`config.mk`:
```
export PLATFORM = sky130hd
export DESIGN_NAME = waveform_state_instruction_decoder
export DESIGN_NICKNAME = d
export VERILOG_FILES = /design/src/wfe_pkg.sv /design/src/waveform_state_instruction_decoder.sv
export SDC_FILE = /design/constraint.sdc
export NUM_CORES = 1
export LEC_CHECK = 0
export ABC_AREA = 1
export BUFFER_PORTS_ARGS = -buffer_cell sky130_fd_sc_hd__buf_2
export CAP_MARGIN = 5
export CORE_ASPECT_RATIO = 1.4
export CORE_MARGIN = 8
export CORE_UTILIZATION = 35
export DETAILED_ROUTE_END_ITERATION = 6
export HOLD_SLACK_MARGIN = 0.05
export MAX_ROUTING_LAYER = met4
export SLEW_MARGIN = 5
export SYNTH_ARGS = -nofsm -noshare
export SYNTH_HDL_FRONTEND = slang
export SYNTH_SLANG_ARGS = --single-unit
```
`constraint.sdc`:
```
create_clock -name clk -period 8.88 [get_ports clk]
set_clock_uncertainty 0.05 [all_clocks]
set_input_delay 1.332 -clock clk [delete_from_list [all_inputs] [get_ports clk]]
set_output_delay 1.332 -clock clk [all_outputs]
set_load 0.02 [all_outputs]
```
`src/wfe_pkg.sv`:
```
package wfe_pkg;

  // Instruction store: one 32-bit word per state, byte lanes below
  localparam int         NUM_STATES      = 7;
  localparam logic [2:0] IDLE_STATE      = 3'h7;
  localparam logic [2:0] FIRST_STATE     = 3'h0;
  localparam int         LANE_LEN_BRANCH = 0;
  localparam int         LANE_OPERATION  = 8;
  localparam int         LANE_LOGIC      = 16;
  localparam int         LANE_OUTPUT     = 24;

  // Register byte addresses
  localparam logic [7:0] REG_INSTR_BASE  = 8'h00;
  localparam logic [7:0] REG_INSTR_END   = 8'h1C;
  localparam logic [7:0] REG_READY_CFG   = 8'h20;
  localparam logic [7:0] REG_PIN_CFG     = 8'h24;
  localparam logic [7:0] REG_CONTROL     = 8'h28;
  localparam logic [7:0] REG_STATUS      = 8'h2C;
  localparam logic [7:0] REG_SINGLE_DATA = 8'h30;
  localparam logic [7:0] REG_CRC_ACCUM   = 8'h34;
  localparam logic [7:0] REG_WAVE_ADDR   = 8'h38;

  // Operation byte fields
  localparam int OP_DECISION    = 0;
  localparam int OP_DATA        = 1;
  localparam int OP_ADVANCE_CRC = 2;
  localparam int OP_ADDR_INC    = 3;
  localparam int OP_STATE_IRQ   = 4;
  localparam int OP_SINGLE      = 5;

  // Branch byte and logic function byte fields
  localparam int BR_REPEAT_TASK = 7;
  localparam int BR_TRUE_LSB    = 3;
  localparam int BR_FALSE_LSB   = 0;
  localparam int LF_FUNC_LSB    = 6;
  localparam int LF_TERM_A_LSB  = 3;
  localparam int LF_TERM_B_LSB  = 0;

  // Configuration fields
  localparam int RC_TC_SELECT   = 5;
  localparam int RC_FW_READY    = 7;
  localparam int CR_GO          = 0;
  localparam int CR_TRI_MODE    = 1;
  localparam int CR_FIFO_WAVE   = 2;
  localparam int CR_WRITE_DIR   = 3;
  localparam int CR_IDLE_LSB    = 8;

  // Term combine codes
  localparam logic [1:0] FN_AND     = 2'h0;
  localparam logic [1:0] FN_OR      = 2'h1;
  localparam logic [1:0] FN_XOR     = 2'h2;
  localparam logic [1:0] FN_AND_ALT = 2'h3;

  // Reset values
  localparam logic [5:0]  IDLE_LEVELS_RST = 6'h3F;
  localparam logic [31:0] INSTR_RST       = 32'h0000_0000;

  typedef enum logic {PH_IDLE, PH_RUN} phase_t;

  typedef struct packed {
    logic [7:0]  addr;
    logic [31:0] wdata;
    logic        wr;
    logic        rd;
  } reg_req_t;

  typedef struct packed {
    logic [5:0] level;
    logic [5:0] oe_n;
  } ctl_pins_t;

  typedef struct packed {
    logic [15:0] value;
    logic        oe_n;
  } data_pins_t;

  typedef struct packed {
    phase_t                        phase;
    logic [2:0]                    cur;
    logic [7:0]                    cnt;
    logic                          entry;
    logic [NUM_STATES-1:0][31:0]   instr;
    logic [7:0]                    ready_cfg;
    logic [5:0]                    pin_cfg;
    logic                          tri_mode;
    logic                          fifo_mode;
    logic                          write_dir;
    logic [5:0]                    idle_lvl;
    logic [15:0]                   single_data;
    logic [15:0]                   crc_data;
    logic [8:0]                    addr;
    logic [5:0]                    rdy_s1;
    logic [5:0]                    rdy_s2;
    logic [15:0]                   din_s1;
    logic [15:0]                   din_s2;
    logic [7:0]                    src;
    ctl_pins_t                     ctl;
    data_pins_t                    dout;
    logic                          adv;
    logic                          irq;
    logic                          store;
    logic                          done;
    logic [15:0]                   store_data;
    logic [31:0]                   rdata;
  } eng_state_t;

endpackage : wfe_pkg

```
`src/waveform_state_instruction_decoder.sv`:
```
// Summary of operation
// - Fixed state lasts length cycles, zero means 256
// - Decision state branches on true or false
// - Repeat bit reruns task every loop cycle
// - Operation bit 0 selects decision state
// - Single bit uses single/crc only in FIFO waves
// - Advance bit steps OUT FIFO at entry
// - With single bit, bit 2 picks crc
// - Interrupt bit pulses state interrupt on entry
// - Address bit increments address bus on entry
// - Write waves drive data bus when data set
// - Read waves sample data bus when data set
// - Term codes pick handshake, FIFO flag, firmware ready
// - Config bit 5 swaps code 101 to count-expired
// - Function codes: AND, OR, XOR, AND
// - Terms sampled each edge, branch next edge
// - Logic byte ignored in fixed states
// - Output byte sets six control levels
// - Tristate mode: upper nibble enables outputs 3..0
// - Pin config bit makes control output open-drain
// - Control task runs on state entry, rerun each cycle by repeat bit in decision states
// - Decision state lasts at least one cycle
//
// The register addresses and the strobed register port are this design's own decisions.
`timescale 1ns/1ns
`default_nettype none
module waveform_state_instruction_decoder
  import wfe_pkg::*;
(
  // Clock and reset
  input  wire logic                  clk,
  input  wire logic                  reset,
  // Register port
  input  wire wfe_pkg::reg_req_t     req,
  output var  logic [31:0]           rdata,
  // Handshake and flag inputs
  input  wire logic [5:0]            handshake_inputs,
  input  wire logic                  programmable_fifo_flag,
  input  wire logic                  tc_expired,
  // Data path
  input  wire logic [15:0]           out_fifo_word,
  input  wire logic [15:0]           data_bus_in,
  output var  wfe_pkg::data_pins_t   data_bus_out,
  output var  logic                  fifo_advance,
  output var  logic                  fifo_store,
  output var  logic [15:0]           fifo_store_word,
  // Control pins and status
  output var  wfe_pkg::ctl_pins_t    control_pins,
  output var  logic [8:0]            waveform_address_bus,
  output var  logic                  waveform_state_interrupt,
  output var  logic                  waveform_done
);
  import wfe_pkg::*;

  eng_state_t s;
  eng_state_t n;

  always_comb begin : next_logic
    logic [31:0] cur_ins;
    logic [31:0] nxt_ins;
    logic [7:0]  len_b;
    logic [7:0]  op_b;
    logic [7:0]  lf_b;
    logic [7:0]  out_b;
    logic [7:0]  remain;
    logic        sgl_eff;
    logic        nxt_sgl;
    logic        task_now;
    logic        ta;
    logic        tb;
    logic        res;
    logic [2:0]  tgt;
    logic [5:0]  lv;
    logic [5:0]  en;
    cur_ins  = (s.cur == IDLE_STATE) ? INSTR_RST : s.instr[s.cur];
    len_b    = cur_ins[LANE_LEN_BRANCH +: 8];
    op_b     = cur_ins[LANE_OPERATION +: 8];
    lf_b     = cur_ins[LANE_LOGIC +: 8];
    nxt_ins  = INSTR_RST;
    out_b    = 8'h00;
    nxt_sgl  = 1'b0;
    lv       = 6'h00;
    en       = 6'h00;
    sgl_eff  = op_b[OP_SINGLE] & s.fifo_mode;
    task_now = 1'b0;
    ta       = 1'b0;
    tb       = 1'b0;
    res      = 1'b0;
    remain   = 8'h00;
    tgt      = s.cur;
    n        = s;
    n.adv    = 1'b0;
    n.irq    = 1'b0;
    n.store  = 1'b0;
    n.done   = 1'b0;
    n.entry  = 1'b0;
    n.rdata  = 32'h0000_0000;
    // Pins pass two flops; first stage read by second only
    n.rdy_s1 = handshake_inputs;
    n.rdy_s2 = s.rdy_s1;
    n.din_s1 = data_bus_in;
    n.din_s2 = s.din_s1;
    // Term sources sampled on every edge
    n.src = {s.ready_cfg[RC_FW_READY], programmable_fifo_flag,
             s.ready_cfg[RC_TC_SELECT] ? tc_expired : s.rdy_s2[5], s.rdy_s2[4:0]};

    if (req.wr) begin
      if (req.addr < REG_INSTR_END && req.addr[1:0] == 2'h0) begin
        n.instr[req.addr[4:2]] = req.wdata;
      end
      case (req.addr)
        REG_READY_CFG:   n.ready_cfg = req.wdata[7:0];
        REG_PIN_CFG:     n.pin_cfg = req.wdata[5:0];
        REG_CONTROL: begin
          n.tri_mode  = req.wdata[CR_TRI_MODE];
          n.fifo_mode = req.wdata[CR_FIFO_WAVE];
          n.write_dir = req.wdata[CR_WRITE_DIR];
          n.idle_lvl  = req.wdata[CR_IDLE_LSB +: 6];
        end
        REG_SINGLE_DATA: n.single_data = req.wdata[15:0];
        REG_CRC_ACCUM:   n.crc_data = req.wdata[15:0];
        REG_WAVE_ADDR:   n.addr = req.wdata[8:0];
        default:         n.rdata = 32'h0000_0000;
      endcase
    end
    if (req.rd) begin
      if (req.addr < REG_INSTR_END && req.addr[1:0] == 2'h0) begin
        n.rdata = s.instr[req.addr[4:2]];
      end
      case (req.addr)
        REG_READY_CFG:   n.rdata = {24'h000000, s.ready_cfg};
        REG_PIN_CFG:     n.rdata = {26'h0000000, s.pin_cfg};
        REG_CONTROL:     n.rdata = {18'h00000, s.idle_lvl, 4'h0, s.write_dir, s.fifo_mode, s.tri_mode, 1'b0};
        REG_STATUS:      n.rdata = {16'h0000, s.cnt, 1'b0, s.cur, 3'h0, (s.phase == PH_RUN)};
        REG_SINGLE_DATA: n.rdata = {16'h0000, s.single_data};
        REG_CRC_ACCUM:   n.rdata = {16'h0000, s.crc_data};
        REG_WAVE_ADDR:   n.rdata = {23'h000000, s.addr};
        default:         n.rdata = n.rdata;
      endcase
    end

    case (s.phase)
      PH_RUN: begin
        // Entry task; a looping decision state may repeat it
        task_now = s.entry | (op_b[OP_DECISION] & len_b[BR_REPEAT_TASK]);
        if (task_now) begin
          if (op_b[OP_ADDR_INC]) begin
            n.addr = s.addr + 9'h001;
          end
          n.adv = op_b[OP_ADVANCE_CRC] & ~sgl_eff & s.fifo_mode & s.write_dir;
          if (op_b[OP_DATA] && !s.write_dir) begin
            if (sgl_eff && op_b[OP_ADVANCE_CRC]) begin
              n.crc_data = s.din_s2;
            end else if (sgl_eff || !s.fifo_mode) begin
              n.single_data = s.din_s2;
            end else begin
              n.store      = 1'b1;
              n.store_data = s.din_s2;
            end
          end
        end
        n.irq = s.entry & op_b[OP_STATE_IRQ];
        if (op_b[OP_DECISION]) begin
          // Branch decided in the entry cycle too, so one cycle minimum
          ta = s.src[lf_b[LF_TERM_A_LSB +: 3]];
          tb = s.src[lf_b[LF_TERM_B_LSB +: 3]];
          case (lf_b[LF_FUNC_LSB +: 2])
            FN_AND:     res = ta & tb;
            FN_OR:      res = ta | tb;
            FN_XOR:     res = ta ^ tb;
            FN_AND_ALT: res = ta & tb;
            default:    res = ta & tb;
          endcase
          tgt = res ? len_b[BR_TRUE_LSB +: 3] : len_b[BR_FALSE_LSB +: 3];
        end else begin
          // Length byte minus one wraps zero into 256 cycles
          remain = s.entry ? len_b - 8'h01 : s.cnt;
          if (remain == 8'h00) begin
            tgt = s.cur + 3'h1;
          end else begin
            n.cnt = remain - 8'h01;
          end
        end
        n.entry = (tgt != s.cur);
        n.cur   = tgt;
        if (tgt == IDLE_STATE) begin
          n.phase = PH_IDLE;
          n.done  = 1'b1;
          n.entry = 1'b0;
        end
      end
      PH_IDLE: begin
        if (req.wr && req.addr == REG_CONTROL && req.wdata[CR_GO]) begin
          n.phase = PH_RUN;
          n.cur   = FIRST_STATE;
          n.entry = 1'b1;
        end
      end
      default: n.phase = PH_IDLE;
    endcase

    // Pin drive follows the state being entered so outputs line up
    nxt_ins = (n.phase == PH_IDLE || n.cur == IDLE_STATE) ? INSTR_RST : n.instr[n.cur];
    out_b   = nxt_ins[LANE_OUTPUT +: 8];
    nxt_sgl = nxt_ins[LANE_OPERATION + OP_SINGLE] & n.fifo_mode;
    if (n.phase == PH_IDLE) begin
      lv = n.idle_lvl;
      en = 6'h3F;
    end else if (n.tri_mode) begin
      lv = {2'h0, out_b[3:0]};
      en = {2'h0, out_b[7:4]};
    end else begin
      lv = out_b[5:0];
      en = 6'h3F;
    end
    // Open-drain releases the pin for a high level
    n.ctl.level = lv & ~n.pin_cfg;
    n.ctl.oe_n  = ~(en & ~(n.pin_cfg & lv));
    n.dout.oe_n = ~((n.phase == PH_RUN) & n.write_dir & nxt_ins[LANE_OPERATION + OP_DATA]);
    if (nxt_sgl && nxt_ins[LANE_OPERATION + OP_ADVANCE_CRC]) begin
      n.dout.value = n.crc_data;
    end else if (nxt_sgl || !n.fifo_mode) begin
      n.dout.value = n.single_data;
    end else begin
      n.dout.value = out_fifo_word;
    end

    if (reset) begin
      n           = '0;
      n.phase     = PH_IDLE;
      n.cur       = IDLE_STATE;
      n.idle_lvl  = IDLE_LEVELS_RST;
      n.ctl.level = IDLE_LEVELS_RST;
      n.ctl.oe_n  = 6'h00;
      n.dout.oe_n = 1'b1;
    end
  end

  always_ff @(posedge clk) begin
    s <= n;
  end

  assign rdata                    = s.rdata;
  assign data_bus_out             = s.dout;
  assign fifo_advance             = s.adv;
  assign fifo_store               = s.store;
  assign fifo_store_word          = s.store_data;
  assign control_pins             = s.ctl;
  assign waveform_address_bus     = s.addr;
  assign waveform_state_interrupt = s.irq;
  assign waveform_done            = s.done;

  // Checker helpers decode the current instruction independently
  logic [31:0] h_ins;
  logic [7:0]  h_len;
  logic [7:0]  h_op;
  logic [7:0]  h_lf;
  logic [7:0]  h_out;
  logic        h_run;
  logic        h_res;
  assign h_ins = (s.cur == IDLE_STATE) ? INSTR_RST : s.instr[s.cur];
  assign h_len = h_ins[7:0];
  assign h_op  = h_ins[15:8];
  assign h_lf  = h_ins[23:16];
  assign h_out = h_ins[31:24];
  assign h_run = (s.phase == PH_RUN);
  assign h_res = (h_lf[7:6] == 2'h1) ? (s.src[h_lf[5:3]] | s.src[h_lf[2:0]]) :
                 (h_lf[7:6] == 2'h2) ? (s.src[h_lf[5:3]] ^ s.src[h_lf[2:0]]) :
                                       (s.src[h_lf[5:3]] & s.src[h_lf[2:0]]);
endmodule : waveform_state_instruction_decoder
`default_nettype wire

```
==> results <==
- The flow ran to the end, and the final reports show no timing, DRC or antenna violations.
- The synthesized area divided by synthesized cell count is 7.206 sq um.
- The detailed router finished its first iteration with 2056 violations.
- The cell area after placement is 21720 sq um.
- The first global-routing pass estimated 122900 microns of wire.
- Summed over all nets, wire length on met3 after detailed routing comes to 6175 microns.
- The number of global-route vias before repair is 19110.
- At the end of routability-driven placement, the weighted congestion stood at 0.9732.
- Of the cells placed in the final design, the portion with a size suffix greater than 1 is 0.1269.
- The pre-antenna-repair detailed-routing pass consisted of 5 iterations.
- On the worst path, the slowest cell contributes a delay of 480 ps.
- The die footprint is 68370 sq um.
- In this run the vertical extent of the chip is 306.2 microns.
- The final worst hold slack is 350.3 ps.
- The routed layout has 20260 vias.
- The class of the most critical setup path is reg -> reg.
- For this run, the leading register cell type out of synthesis is dfxtp_1.
- The final routed wirelength across all metal layers is 82800 microns.
- Buffers inserted during clock tree synthesis total 46.
- The post-CTS setup repair buffer count is 0.
- The number of hold violations in the final report is 0.
- The sum of buffers and inverters on the critical path is 4.
- Entering global routing, the biggest net connects 117 pins.
- The cell sitting at the root of the clock tree is a clkbuf_16.
- Summing all multi-input logic gate instances after layout gives 9703 sq um.
- The final critical-path setup slack is 2934 ps.
- The H-tree was split into 2 levels.
- After synthesis the cells add up to 21060 sq um.
- In the final design database the tool counted 2997 nets.
- Data arrives at the worst endpoint at 6380 ps.
- The core footprint is 59680 sq um.
- The pre-CTS setup slack is 2904 ps.
- The kind of cell with the highest combined delay along the critical path is simple AND/OR/NAND/NOR gates.
- Setup violations remaining at the end of the flow were counted as 0.
- The number of nets produced by synthesis is 3016.
- STA classifies the critical path startpoint as a flip-flop.
- In this run the count of I/O pins placed on the die edge is 174.
- The cell count after synthesis came out at 2922.
- The largest fanout on the critical path is 43.
- The port buffer count is 173.
- The filler cells instantiated in the layout total 6296.
- The starting utilization of the core area is 0.3528.
- Subtracting the final worst setup slack from the clock period gives 5946 ps.
- The uppermost signal routing layer after detailed routing is met4.
- After routing the design area is 23470 sq um.
- The post-cts sizing count is 0.
- For this run, the number of Yosys warnings is 0.
- For this design, the CTS-stage hold fixing added 0 buffers.
- The remaining antenna violation count after routing is 0.
- The number of synthesized register bits is 434.
- The sequential-to-total area share from yosys stat is 0.4126.
- After clock tree synthesis, the clock-pin slew on the worst setup and hold paths is 70 ps.
- The cell with the largest stage delay on the worst path is dfxtp_2.
- The DRC violations left is 0.
- The via-per-instance ratio is 5.481.
- Relative to the synthesized area, the layout overhead comes to 11.46%.
- The wire-length estimate of the detail-placed layout is 57340 microns.
- The routed length per instance is 22.40 microns.
- The worst slew margin relative to its limit is 0.06851.
- The global-route usage over all layers is 0.2403.
- The clock reaches the later pin of the worst-skew pair after 600 ps.
- The synthesized design contains 0 enable-type register cells.
- After floorplanning, the core was divided into 106 placement rows.
- After synthesis, the netlist uses 66 different library cells.
- The worst min-delay path category is reg -> reg.
- At the pin with the least slew margin, the transition time is 1362 ps.
- The number of clock sinks seen by CTS is 434.
- For this run the aggregate overflow at the end of global routing stands at 0.
- The met1 routed wirelength after detailed routing is 31860 microns.
- STA puts the critical path data required time at 9310 ps.
- The number of antenna violations at the first check in global routing is 2.
- The number of max-slew violations in the final report is 0.
- The total length of routed met2 wires is 38550 microns.
- Setup repair after global routing left no endpoint under its margin.
- Summed over all cells, the static leakage comes to 9.943 nW.
- The floorplan step set the die width to 223.3 microns.
- The category of the worst setup path capture point is a flip-flop.
- Across the run, the number of max-cap violations was 0.
- For this design the ratio of total power to cell area is 188.8 nW/um^2.
- The CTS tree is built.
- The portion of the clock cycle consumed by the worst path in the final layout is 0.6696.
- In the final layout, flip-flops and latches occupy 8690 sq um.
- The maximum VDD drop is 0.1278 mV.
- Counting flops with an async set or reset pin after synthesis yields a share of 0.
- In the final timing run, aggregate negative setup slack is 0 ps.
- Derived from the worst setup path, the maximum achievable clock frequency is 168.2 MHz.
- The clock passes through at most 3 buffers.
[report_power, final]
group | switching, W | internal, W
clock network | 0.000865 | 0.00138
registers | 0.0000101 | 0.00196
logic | 0.000163 | 0.0000547
total | 0.00104 | 0.00339
[cells in the final DEF (no fill, tap or decap), drive strengths merged, types with 16 or more instances in the layout]
master | Yosys | final
nand2 | 471 | 471
dfxtp | 434 | 434
o21ai | 405 | 405
inv | 331 | 335
nor2 | 288 | 288
a21oi | 253 | 253
buf | 124 | 204
nand3 | 156 | 156
clkbuf | 147 | 63
o22ai | 45 | 45
o221ai | 31 | 31
o211ai | 26 | 26
mux2i | 19 | 19
a211oi | 19 | 19
a31oi | 16 | 16
a311oi | 16 | 16
[tightest hold or removal path, cell delays in order, from the launching register on]
cell and delay [ps]:
dfxtp_1 290, inv_1 40, nor2_1 30
[Yosys cell counts (16+ instances only)]
cell | number | area [sq um]
mux2i_1 | 19 | 190.2
o21ai_0 | 396 | 1982
a311oi_1 | 16 | 140.1
a31oi_1 | 16 | 100.1
o211ai_1 | 25 | 187.7
dfxtp_1 | 434 | 8688
a21oi_1 | 252 | 1261
buf_4 | 90 | 675.7
buf_2 | 17 | 85.08
nand3_1 | 131 | 655.6
o22ai_1 | 44 | 275.3
nor2_1 | 276 | 1036
a211oi_1 | 19 | 142.6
o221ai_1 | 31 | 271.5
clkbuf_1 | 147 | 551.8
inv_1 | 318 | 1194
nand2_1 | 453 | 1700
nand3_2 | 22 | 220.2
[metal layers]
layer / up-vias / GRT usage
met1: 9397 / 0.2779
met2: 974 / 0.3852
met5: - / -
met3: 261 / 0.03803
met4: 0 / 0.1554
li1: 9630 / -
[through the flow]
step / std cells / utilization / total power (W)
final: 3697 / 0.3932 / 0.004430
after global placement: 3611 / 0.3639 / 0.002227
after floorplan: 2922 / - / 0.002125
after detailed placement: 3611 / 0.3639 / 0.002227
after global routing: 3696 / 0.3932 / 0.004551
after CTS: 3695 / 0.3931 / 0.004456
[final cells by class]
class	count	area share
Antenna cell	2	0.0002133
Clock buffer	63	0.05694
Clock inverter	21	0.01738
Inverter	339	0.05433
Multi-Input combinational cell	1878	0.4135
Sequential cell	434	0.3703
Tap cell	756	0.04031
Timing Repair Buffer	204	0.04708
[logic make-up (layout without fill, tap and decap cells)]
family,after synthesis,in the layout,share of synthesized area
simple gates,962,962,0.2018
compound gates,872,872,0.2362
buf+inv,610,627,0.1281
flops,434,434,0.4126
mux,19,19,0.009032
xor+xnor,15,15,0.006240
fa+ha+maj,10,10,0.005942
other cells,0,2,0
[worst paths after layout]
path / cells after the start / end / slack, ps / from
setup / recovery: 28 / data_bus_out[2]$_SDFF_PP0_ / 2930 / s[430]$_SDFF_PP1_
hold / removal: 2 / s[101]$_SDFF_PP0_ / 350 / s[117]$_SDFF_PP0_
setup reg to reg: 28 / data_bus_out[2]$_SDFF_PP0_ / 2930 / s[430]$_SDFF_PP1_
hold reg to reg: 2 / s[101]$_SDFF_PP0_ / 350 / s[117]$_SDFF_PP0_
No activity file was read; power rests on OpenSTA's default activity.
